[config.mk]
export PLATFORM = sky130hd
export DESIGN_NAME = lrc_timing
export DESIGN_NICKNAME = d
export VERILOG_FILES = /design/src/hdl/lrc_pkg.sv /design/src/hdl/lrc_timing.sv
export SDC_FILE = /design/constraint.sdc
export NUM_CORES = 1
export LEC_CHECK = 0
export ABC_AREA = 0
export BUFFER_PORTS_ARGS = -buffer_cell sky130_fd_sc_hd__buf_2
export CAP_MARGIN = 15
export CORE_ASPECT_RATIO = 0.7
export CORE_MARGIN = 5
export CORE_UTILIZATION = 60
export DETAILED_ROUTE_END_ITERATION = 12
export PLACE_DENSITY = 0.9
export SLEW_MARGIN = 25
export SYNTH_ARGS = -nofsm -noshare
export SYNTH_HDL_FRONTEND = slang
export SYNTH_SLANG_ARGS = --single-unit
[constraint.sdc]
create_clock -name clock -period 4.1 [get_ports clock]
set_input_delay 0.615 -clock clock [delete_from_list [all_inputs] [get_ports clock]]
set_output_delay 0.615 -clock clock [all_outputs]
set_load 0.02 [all_outputs]
[src/hdl/lrc_pkg.sv]
// constants for the panel row/column timing generator
package lrc_pkg;
  localparam int          NIB_W        = 4;
  localparam int          CNT_W        = 12;
  localparam int          ECL_SPAN     = 16;
  localparam logic [3:0]  ECL_LAST     = 4'h000F;
  localparam logic [1:0]  SHIFT_DIV    = 2'h1;
  localparam logic [CNT_W-1:0] LATCH_CYC = 12'h0004;
  typedef enum logic [1:0] {LRC_IDLE, LRC_SHIFT, LRC_LATCH} lrc_state_t;
endpackage : lrc_pkg

[src/hdl/lrc_timing.sv]
// panel row/column driver timing generator
`timescale 1ns/1ps
`default_nettype none
module lrc_timing
  import lrc_pkg::*;
#(
  parameter int CW = CNT_W
) (
  input  wire logic             clock,
  input  wire logic             rst,
  input  wire logic             clk_en,
  input  wire logic [CW-1:0]    chars_per_line,
  input  wire logic [CW-1:0]    lines_per_frame,
  input  wire logic [CW-1:0]    bias_period,
  input  wire logic             power_save,
  input  wire logic [NIB_W-1:0] pixel_nibble,
  output logic                  pixel_take,
  output logic [NIB_W-1:0]      column_data_nibble,
  output logic                  column_shift_clock,
  output logic                  column_enable_chain_clock,
  output logic                  line_latch_pulse,
  output logic                  backplane_bias_toggle,
  output logic                  row_shift_clock,
  output logic                  frame_row_pulse,
  output logic                  row_driver_disable
);
  lrc_state_t      state_q;
  logic [CW-1:0]   col_q;
  logic [CW-1:0]   line_q;
  logic [CW-1:0]   lat_q;
  logic [CW-1:0]   bias_q;
  logic [3:0]      ecl_q;
  logic [1:0]      save_q;
  logic            save_seen_q;

  function automatic logic at_last(input logic [CW-1:0] v, input logic [CW-1:0] lim);
    at_last = (lim == '0) ? 1'b1 : (v >= lim - 1'b1);
  endfunction : at_last

  wire running = !save_q[1] || row_driver_disable;
  wire end_line = (state_q == LRC_LATCH) && at_last(lat_q, LATCH_CYC);
  wire end_frame = end_line && at_last(line_q, lines_per_frame);

  // line sequencer: shift phase then latch phase, counters on core clock
  always_ff @(posedge clock or posedge rst) begin
    if (rst) begin
      state_q            <= LRC_IDLE;
      col_q              <= '0;
      lat_q              <= '0;
      column_shift_clock <= 1'b0;
      column_data_nibble <= '0;
      pixel_take         <= 1'b0;
      line_latch_pulse   <= 1'b0;
    end else if (clk_en) begin
      pixel_take <= 1'b0;
      case (state_q)
        LRC_IDLE: begin
          column_shift_clock <= 1'b0;
          if (running) state_q <= LRC_SHIFT;
        end
        LRC_SHIFT: begin
          column_shift_clock <= ~column_shift_clock;
          if (!column_shift_clock) begin
            column_data_nibble <= pixel_nibble;
            pixel_take         <= 1'b1;
          end else if (at_last(col_q, chars_per_line)) begin
            col_q            <= '0;
            lat_q            <= '0;
            state_q          <= LRC_LATCH;
            line_latch_pulse <= 1'b1;
          end else begin
            col_q <= col_q + 1'b1;
          end
        end
        LRC_LATCH: begin
          column_shift_clock <= 1'b0; // held stopped for power
          lat_q              <= lat_q + 1'b1;
          if (end_line) begin
            line_latch_pulse <= 1'b0; // falling edge latches drivers
            state_q          <= running ? LRC_SHIFT : LRC_IDLE;
          end
        end
        default: state_q <= LRC_IDLE;
      endcase
    end
  end

  // enable chain: falls after each sixteenth shift pulse
  always_ff @(posedge clock or posedge rst) begin
    if (rst) begin
      ecl_q                     <= '0;
      column_enable_chain_clock <= 1'b0;
    end else if (clk_en) begin
      if (state_q == LRC_SHIFT && column_shift_clock) begin
        ecl_q                     <= ecl_q + 1'b1;
        column_enable_chain_clock <= (ecl_q == ECL_LAST);
      end else if (end_line) begin
        ecl_q                     <= '0;
        column_enable_chain_clock <= 1'b0;
      end else begin
        column_enable_chain_clock <= 1'b0;
      end
    end
  end

  // line count, frame row pulse and row shift clock follow the latch
  always_ff @(posedge clock or posedge rst) begin
    if (rst) begin
      line_q          <= '0;
      frame_row_pulse <= 1'b0;
      row_shift_clock <= 1'b0;
    end else if (clk_en) begin
      row_shift_clock <= line_latch_pulse; // falls one enabled cycle after the latch
      if (end_line) begin
        line_q          <= end_frame ? '0 : line_q + 1'b1;
        frame_row_pulse <= at_last(end_frame ? '0 : line_q + 1'b1,
                                   lines_per_frame);
      end
    end
  end

  // backplane bias toggles every bias_period lines
  always_ff @(posedge clock or posedge rst) begin
    if (rst) begin
      bias_q                <= '0;
      backplane_bias_toggle <= 1'b0;
    end else if (clk_en && end_line) begin
      if (at_last(bias_q, bias_period)) begin
        bias_q                <= '0;
        backplane_bias_toggle <= ~backplane_bias_toggle;
      end else begin
        bias_q <= bias_q + 1'b1;
      end
    end
  end

  // power save: arm at the next frame end, then drop disable at the frame end after
  always_ff @(posedge clock or posedge rst) begin
    if (rst) begin
      save_q             <= '0;
      save_seen_q        <= 1'b0;
      row_driver_disable <= 1'b0; // low through reset
    end else if (clk_en) begin
      save_q <= {save_q[0], power_save};
      if (!save_q[1]) begin
        save_seen_q        <= 1'b0;
        row_driver_disable <= 1'b1;
      end else if (end_frame) begin
        if (save_seen_q) row_driver_disable <= 1'b0;
        save_seen_q <= 1'b1;
      end
    end
  end

  // disable may only fall at a frame boundary, within two frames
  row_dis_a: assert property (@(posedge clock) disable iff (rst)
    $fell(row_driver_disable) |-> $past(end_frame) && $past(save_q[1]))
    else $error("row disable fell outside frame end");
  latch_once_a: assert property (@(posedge clock) disable iff (rst)
    $rose(line_latch_pulse) |-> !column_shift_clock[*2])
    else $error("shift clock ran during latch");
  frame_last_a: assert property (@(posedge clock) disable iff (rst)
    $rose(frame_row_pulse) |-> $past(end_line))
    else $error("frame pulse not at line end");
  data_stable_a: assert property (@(posedge clock) disable iff (rst)
    $fell(column_shift_clock) |-> $stable(column_data_nibble))
    else $error("data moved at shift fall");
  ecl_pulse_a: assert property (@(posedge clock) disable iff (rst)
    column_enable_chain_clock && clk_en |=> !column_enable_chain_clock)
    else $error("enable chain clock too long");
  rsc_follow_a: assert property (@(posedge clock) disable iff (rst)
    clk_en |=> row_shift_clock == $past(line_latch_pulse))
    else $error("row shift clock off latch");
  idle_stop_a: assert property (@(posedge clock) disable iff (rst)
    state_q == LRC_LATCH |=> !column_shift_clock)
    else $error("shift clock not stopped");
  rdis_on_a: assert property (@(posedge clock) disable iff (rst)
    clk_en && !save_q[1] |=> row_driver_disable)
    else $error("row disable low while active");

  // a nibble is taken on every enabled edge in the shift phase with the shift clock low
  nib_take_a: assert property (@(posedge clock) disable iff (rst)
    clk_en && state_q == LRC_SHIFT && !column_shift_clock
      |=> column_data_nibble == $past(pixel_nibble) && pixel_take)
    else $error("nibble not taken on shift rise");

  // the latch may only end out of the latch phase
  latch_len_a: assert property (@(posedge clock) disable iff (rst)
    $fell(line_latch_pulse) |-> $past(state_q) == LRC_LATCH)
    else $error("latch ended outside latch phase");

  // frame row level only moves at a line boundary
  frame_bound_a: assert property (@(posedge clock) disable iff (rst)
    $changed(frame_row_pulse) |-> $past(end_line))
    else $error("frame pulse moved mid line");

  // bias flips only at a line boundary, never mid shift
  bias_line_a: assert property (@(posedge clock) disable iff (rst)
    $changed(backplane_bias_toggle) |-> $past(end_line) && $past(clk_en))
    else $error("bias toggled off line end");

  // a low enable must freeze the sequencer and its counters
  en_freeze_a: assert property (@(posedge clock) disable iff (rst)
    !clk_en |=> $stable(state_q) && $stable(col_q) && $stable(line_q))
    else $error("state moved while disabled");

  // no disable here: the row drivers must see blanking through reset
  row_reset_a: assert property (@(posedge clock)
    rst |-> !row_driver_disable)
    else $error("row disable high in reset");

  // the chain pulse follows the sixteenth shift pulse exactly
  ecl_shift_a: assert property (@(posedge clock) disable iff (rst)
    $rose(column_enable_chain_clock) |-> $past(column_shift_clock) && $past(ecl_q) == ECL_LAST)
    else $error("chain clock off sixteenth pulse");

  // blanking needs one full armed frame first, so never under one frame
  save_arm_a: assert property (@(posedge clock) disable iff (rst)
    $fell(row_driver_disable) |-> $past(save_seen_q))
    else $error("row disable fell before arming");

  // idle after power save keeps the shift clock parked low
  idle_quiet_a: assert property (@(posedge clock) disable iff (rst)
    state_q == LRC_IDLE |=> !column_shift_clock)
    else $error("shift clock ran in idle");
endmodule : lrc_timing
`default_nettype wire
==> flow_summary.ini, run 1 <==
[cts]
holdBufCountCts = 0
cts.sink_count = 69
cts_max_level = 3
cts_made_buffers = 9
clk_path_buf_depth = 2
clk_pin_slew_ps = 50
clock_tree.root_cell = sky130_fd_sc_hd__clkbuf_16
worst_skew_pair.late_latency_ps = 330
clock_tree_from_tritoncts = yes

[worst_setup_path]
cp_data_arrival_time_ps = 4290
setup.worst_path.start = lines_per_frame[7]
ff_to_ff_start = line_q[0]
worstSetupStartpointType = input pin
timing.critical_path.fanout_max = 4
cp.required_ps = 4320
worst-setup-path-type = in2reg
crit_end_category = register

[global_route]
first_global_vias = 4814
grt_use_total = 0.2600
largest_net_degree_at_the_start_of_global_routing = 43
antenna_found_initial = 0
overflow = 0
wire_length_of_the_first_global_routing_pass_mm = 22.22

[logic_synthesis]
ys_seq_elements = 69
synth_edf_count = 0
post_synth_inst_count = 575
synth_top_flop_cell = sky130_fd_sc_hd__dfrtp_1
syn_area_um2 = 5157
mappedNetlistNets = 676
yosys_warnings = 0
synth_sequential_area_ratio = 0.3348
async_reset_ff_frac = 1.000
synth.distinct_cells = 51
post_synth.cell_area_avg_um2 = 8.969

[sta]
layout_setup_ws_ps = 31.89
timing.final.hold_violations = 0
slew_headroom = 0.3927
fin_setup_tns_ps = 0
clock.fmax_mhz = 245.8
fin_skew_ps = 4.845
report.final.setup_viol = 0
timing.hold.ws_ps = 483.5
slew_violations = 0
timing.final.crit_share = 0.9922
period_minus_slack_ps = 4068
actual_slew_at_the_worst_max_slew_pin_ps = 909.7

[pwr]
seq_power_share = 0.418
power.ir.vdd_worst_v = 0.0004329
total_power_mw = 2.050
clock_power_share = 0.338
power_per_cell_area_nw_per_um2 = 339.5
p_int_mw = 1.417
switching_share = 0.3086
p_leak_nw = 2.951
proportion_of_power_drawn_by_combinational_gates = 0.244
switchingPower_uw = 632.6

[floorplanning]
die_height_um = 87.57
dieArea_um2 = 10580
placeableCoreArea_um2 = 8408
floorplan.die.width_um = 120.8
num_rows = 28
ios = 56
initial_core_util = 0.6134

[routing]
detailroute.via_count = 4850
detail_route_antenna_nets = 0
avgRoutedWirePerCell_um = 17.87
viasPerCell = 6.398
drcViolationCount = 0
detail_route.first_pass.iterations = 7
first_iter_violations = 514
route.final.wire_length_mm = 13.54

[layout]
layout.filler_cells = 578
most_used_cells_in_the_layout_excluding_fill_and_tap_cells = sky130_fd_sc_hd__dfrtp_1 (69), sky130_fd_sc_hd__ha_1 (57), sky130_fd_sc_hd__buf_2 (55), sky130_fd_sc_hd__nand2_1 (45), sky130_fd_sc_hd__nor2_1 (44)
flow.area_growth_from_synthesis_pct = 17.05
fin_nets = 751
finalNonFillerCells = 758
final_common_cell = sky130_fd_sc_hd__dfrtp_1
drive_above_1_share = 0.1838
antenna_cells_inserted = 0

[placement]
dp_hpwl_mm = 9.649
buffer_ports.inserted = 55
dpl_worst_slack_ps = -435.4
finalWeightedCongestion = 0.9093
placed_cells = 742

[job]
count_of_max_cap_constraint_violations = 0

[status]
outcome = complete, no violations

[worst_hold_path]
timing.hold.worst.start = pixel_take
holdCritPathClass = reg2reg
## timing repair
item	in CTS	in global routing
cloned	0	0
endpoints found under the setup margin	1	1
gates resized for setup	4	11
pin swaps	0	4
setup buffers	0	2
## cells by family after synthesis
kind of cell	count (synthesis)	share of synthesized area
AO/OA/AOI/OAI	121	0.1519
flip-flops	69	0.3348
buffers and inverters	36	0.02693
AND/OR/NAND/NOR	222	0.2246
XOR/XNOR	59	0.1002
adder cells (fa/ha/maj)	57	0.1383
multiplexers	11	0.02329
## synthesized netlist by cell type, drive strengths merged (3+ instances only)
library cell  count  area, um2
nor3             14      70.07
nor2b             5      31.28
mux2              8      90.09
nand3            26      130.1
nor4             13      87.58
or4               4      30.03
or3               8      50.05
a21o             21      157.7
o211ai           10      75.07
dfrtp            69       1727
o21ai            28      140.1
clkbuf           14      52.55
mux2i             3      30.03
a31oi             3      18.77
nand2            45      168.9
o21bai            4      30.03
nand4            11      68.82
and3             17      106.4
a21oi            30      150.1
and2              5      31.28
o21a              3      22.52
ha               57      713.2
inv              19      71.31
and4              6      52.55
a211oi            4      30.03
xnor2            34      297.8
nor2             45      168.9
nand2b           10      62.56
buf               3      15.01
or2               7      43.80
xor2             25      219.0
## critical path, cell delays in order
cell and delay (ps):
sky130_fd_sc_hd__buf_2 100, sky130_fd_sc_hd__or4_4 570, sky130_fd_sc_hd__nor2_4 150, sky130_fd_sc_hd__xnor2_2 150, sky130_fd_sc_hd__ha_1 280, sky130_fd_sc_hd__a21o_1 190, sky130_fd_sc_hd__a21o_1 230, sky130_fd_sc_hd__a211oi_4 290
sky130_fd_sc_hd__o21ai_2 110, sky130_fd_sc_hd__buf_4 160, sky130_fd_sc_hd__a21oi_1 140, sky130_fd_sc_hd__ha_1 270, sky130_fd_sc_hd__a21o_1 210, sky130_fd_sc_hd__a21o_1 210, sky130_fd_sc_hd__a2111oi_2 370, sky130_fd_sc_hd__o21ai_1 120
sky130_fd_sc_hd__o21a_1 110
## power by group through the flow
| stage | registers (mW) | logic, mW | clock network [mW] |
|---|---|---|---|
| floorplan | 0.887 | 0.292 | 0 |
| global placement | 0.854 | 0.457 | 0 |
| detailed placement | 0.862 | 0.488 | 0 |
| CTS | 0.854 | 0.494 | 0.699 |
| global route | 0.868 | 0.561 | 0.731 |
| finish | 0.857 | 0.500 | 0.693 |
## path summary, 6_finish.rpt
check / end / slack [ps] / depth (start not counted)
worst max register to register: frame_row_pulse / 720 / 15
worst min register to register: pixel_take / 480 / 1
worst max-delay path: frame_row_pulse / 30 / 17
worst min-delay path: pixel_take / 480 / 1
min in group asynchronous: bias_q[3] / 490 / 2
max in group asynchronous: lat_q[6] / 2710 / 3
## metal layers
layer / vias to the layer above / wire (um) / global-route usage
li1: 2247 / - / -
met1: 2309 / 5600 / 0.3247
met2: 229 / 6399 / 0.4440
met3: 65 / 1030 / 0.06068
met4: 0 / 513 / 0.1019
met5: - / 0 / 0
## final cells by class
type / instances / area, um2 / area share
clock buffers: 12 / 256.5 / 0.04249
multi-input cells: 470 / 3371 / 0.5583
repair buffers: 81 / 470.5 / 0.07793
flip-flops and latches: 69 / 1727 / 0.2860
well taps: 105 / 131.4 / 0.02176
clock inverters: 2 / 10.01 / 0.001658
inverters: 19 / 71.32 / 0.01181
## metrics by stage
| step | utilization | cell area [um2] |
|---|---|---|
| final | 0.7180 | 6037 |
| after floorplan | - | 5159 |
| after detailed placement | 0.6759 | 5683 |
| after global placement | 0.6759 | 5683 |
| after CTS | 0.7092 | 5963 |
| after global routing | 0.7180 | 6037 |
## state kept, by name, summed over array words and instances, names as in the netlist, 2 cells and up
name	cells
bias_q	12
col_q	12
column_data_nibble	4
ecl_q	4
lat_q	12
line_q	12
save_q	2
state_q	2
Power figures use the tool's default switching activity.
==> run 2, diff against run 1 <==
Settings changed: CELL_PAD_IN_SITES_DETAIL_PLACEMENT set to 0, CELL_PAD_IN_SITES_GLOBAL_PLACEMENT set to 1, CORE_UTILIZATION 60 to 46.
==> run 2 against run 1 <==
Die area is 27% higher. Combinational power is 2% lower. Sequential cell count stayed put. First-iteration DRC count is 35% lower. Sequential power is 0.5% lower. Global-route usage is 7.6 points lower. Clock skew is 3.3 ps higher. Maximum frequency is 2.0% higher. Critical path depth stayed put. Largest cell class unchanged.
==> flow_summary.ini, run 2 (synthesis gave the netlist of run 1 again) <==
[cts]
cts_made_buffers = 9
cts_setup_buffers = 0
cts_max_level = 3
cts.sink_count = 69
clk_path_buf_depth = 2
holdBufCountCts = 0
clk_pin_slew_ps = 60
clock_tree.root_cell = sky130_fd_sc_hd__clkbuf_16
worst_skew_pair.late_latency_ps = 340
clock_tree_from_tritoncts = yes

[pwr]
p_int_mw = 1.579
proportion_of_power_drawn_by_combinational_gates = 0.218
power.ir.vdd_worst_v = 0.0002440
switching_share = 0.2974
seq_power_share = 0.380
power_per_cell_area_nw_per_um2 = 365.9
p_leak_nw = 2.972
clock_power_share = 0.403
switchingPower_uw = 668.2

[worst_setup_path]
crit_end = frame_row_pulse
crit_buf_inv = 2
crit_path_top_delay_cell = sky130_fd_sc_hd__or4_4
worstSetupStartpointType = input pin
cp_data_arrival_time_ps = 4220
critical_path_depth = 17
timing.critical_path.fanout_max = 6
critPathMaxStageDelay_ps = 570
setup.worst_path.start = lines_per_frame[7]
ff_to_ff_start = line_q[0]
register_to_register_path_depth = 15
timing.reg2reg.setup_slack_ps = 810
path_cells = buf_2 > or4_4 > nor2_1 > xnor2_1 > ha_1 > a21o_1 > a21o_1 > a211oi_2 > o21ai_1 > buf_4 > a21oi_1 > ha_1 > a21o_1 > a21o_1 > a2111oi_2 > o21ai_1 > o21a_1
cp.required_ps = 4330
cell_occurring_most_often_along_the_worst_timing_path = sky130_fd_sc_hd__a21o_1
timing.critical_path.max_delay_family = compound AO/OA/AOI/OAI gates
crit_end_category = register
crit-reg2reg-capture = frame_row_pulse
worst-setup-path-type = in2reg

[worst_hold_path]
holdCritPathClass = in2async

[floorplanning]
initial_core_util = 0.4701
dieArea_um2 = 13460
floorplan.die.width_um = 136.6
ios = 56
die_height_um = 98.59
num_rows = 32
placeableCoreArea_um2 = 10970

[layout]
most_used_cells_in_the_layout_excluding_fill_and_tap_cells = sky130_fd_sc_hd__dfrtp_1 (69), sky130_fd_sc_hd__ha_1 (57), sky130_fd_sc_hd__buf_2 (55), sky130_fd_sc_hd__nor2_1 (45), sky130_fd_sc_hd__nand2_1 (45)
finalNonFillerCells = 808
antenna_cells_inserted = 0
final_area_um2 = 6141
final_common_cell = sky130_fd_sc_hd__dfrtp_1
drive_above_1_share = 0.1802
fin_nets = 751
flow.area_growth_from_synthesis_pct = 19.07

[sta]
slew_headroom = 0.4167
timing.final.hold_violations = 0
fin_skew_ps = 8.134
clock.fmax_mhz = 250.7
timing.final.crit_share = 0.9728
report.final.setup_viol = 0
period_minus_slack_ps = 3988
slew_violations = 0
actual_slew_at_the_worst_max_slew_pin_ps = 871.7

[global_route]
first_global_vias = 4230
largest_net_degree_at_the_start_of_global_routing = 47
wire_length_of_the_first_global_routing_pass_mm = 20.28
grt_use_total = 0.1836
antenna_found_initial = 0
overflow = 0

[placement]
finalWeightedCongestion = 0.8608
dp_hpwl_mm = 9.267
place_area_um2 = 5758
placed_cells = 792
buffer_ports.inserted = 55

[routing]
detail_route_antenna_nets = 0
drcViolationCount = 0
detailroute.via_count = 4471
viasPerCell = 5.533
avgRoutedWirePerCell_um = 14.92
first_iter_violations = 336
route.final.wire_length_mm = 12.05
detail_route.first_pass.iterations = 5

[job]
count_of_max_cap_constraint_violations = 0

[status]
outcome = complete, no violations
run 2: what timing repair did:
action,in CTS,in global routing
hold endpoints to repair,0,0
pin swaps,0,0
setup endpoints to repair,1,1
resized for setup,1,7
run 2: worst min path at each step:
stage | to | slack [ps] | from | depth (start not counted)
CTS | backplane_bias_toggle | 460 | backplane_bias_toggle | 1
detailed placement | backplane_bias_toggle | 450 | backplane_bias_toggle | 1
floorplan | row_driver_disable | 440 | save_seen_q | 1
finish | column_data_nibble[3] | 390 | rst | 2
global route | column_data_nibble[3] | 460 | rst | 2
global placement | backplane_bias_toggle | 450 | backplane_bias_toggle | 1
run 2: stage by stage:
step	TNS [ps]	power [mW]	setup WS, ps	util	hold WS, ps
after CTS	0	2.259	34.52	0.5566	464.6
after global placement	-80.43	1.325	-80.43	0.5249	450.3
after global routing	-48.13	2.375	-48.13	0.5598	458.9
final	0	2.247	111.7	0.5598	386.5
after floorplan	0	1.178	13.65	-	444.8
after detailed placement	-375.7	1.352	-375.7	0.5249	453.1
run 2: area by class of cell:
type                            count  area [um2]
Clock buffer                        9       225.2
Clock inverter                      7       121.4
Fill cell                         993        4830
Inverter                           19       72.57
Multi-Input combinational cell    470        3333
Sequential cell                    69        1727
Tap cell                          153       191.4
Timing Repair Buffer               81       470.5
run 2: routing by layer:
| metal | global-route usage | up-vias | routed length (um) |
|---|---|---|---|
| met5 | 0 | - | 0 |
| met4 | 0.03021 | 0 | 90 |
| met3 | 0.04694 | 11 | 664 |
| met2 | 0.2827 | 115 | 5481 |
| met1 | 0.2648 | 2103 | 5815 |
| li1 | - | 2242 | - |
run 2: power by group through the flow:
stage	Clock [mW]	Combinational [mW]	Sequential (mW)
after floorplan	0	0.292	0.887
after global placement	0	0.467	0.858
after detailed placement	0	0.488	0.864
after CTS	0.914	0.493	0.853
after global routing	0.958	0.551	0.866
final	0.905	0.489	0.853
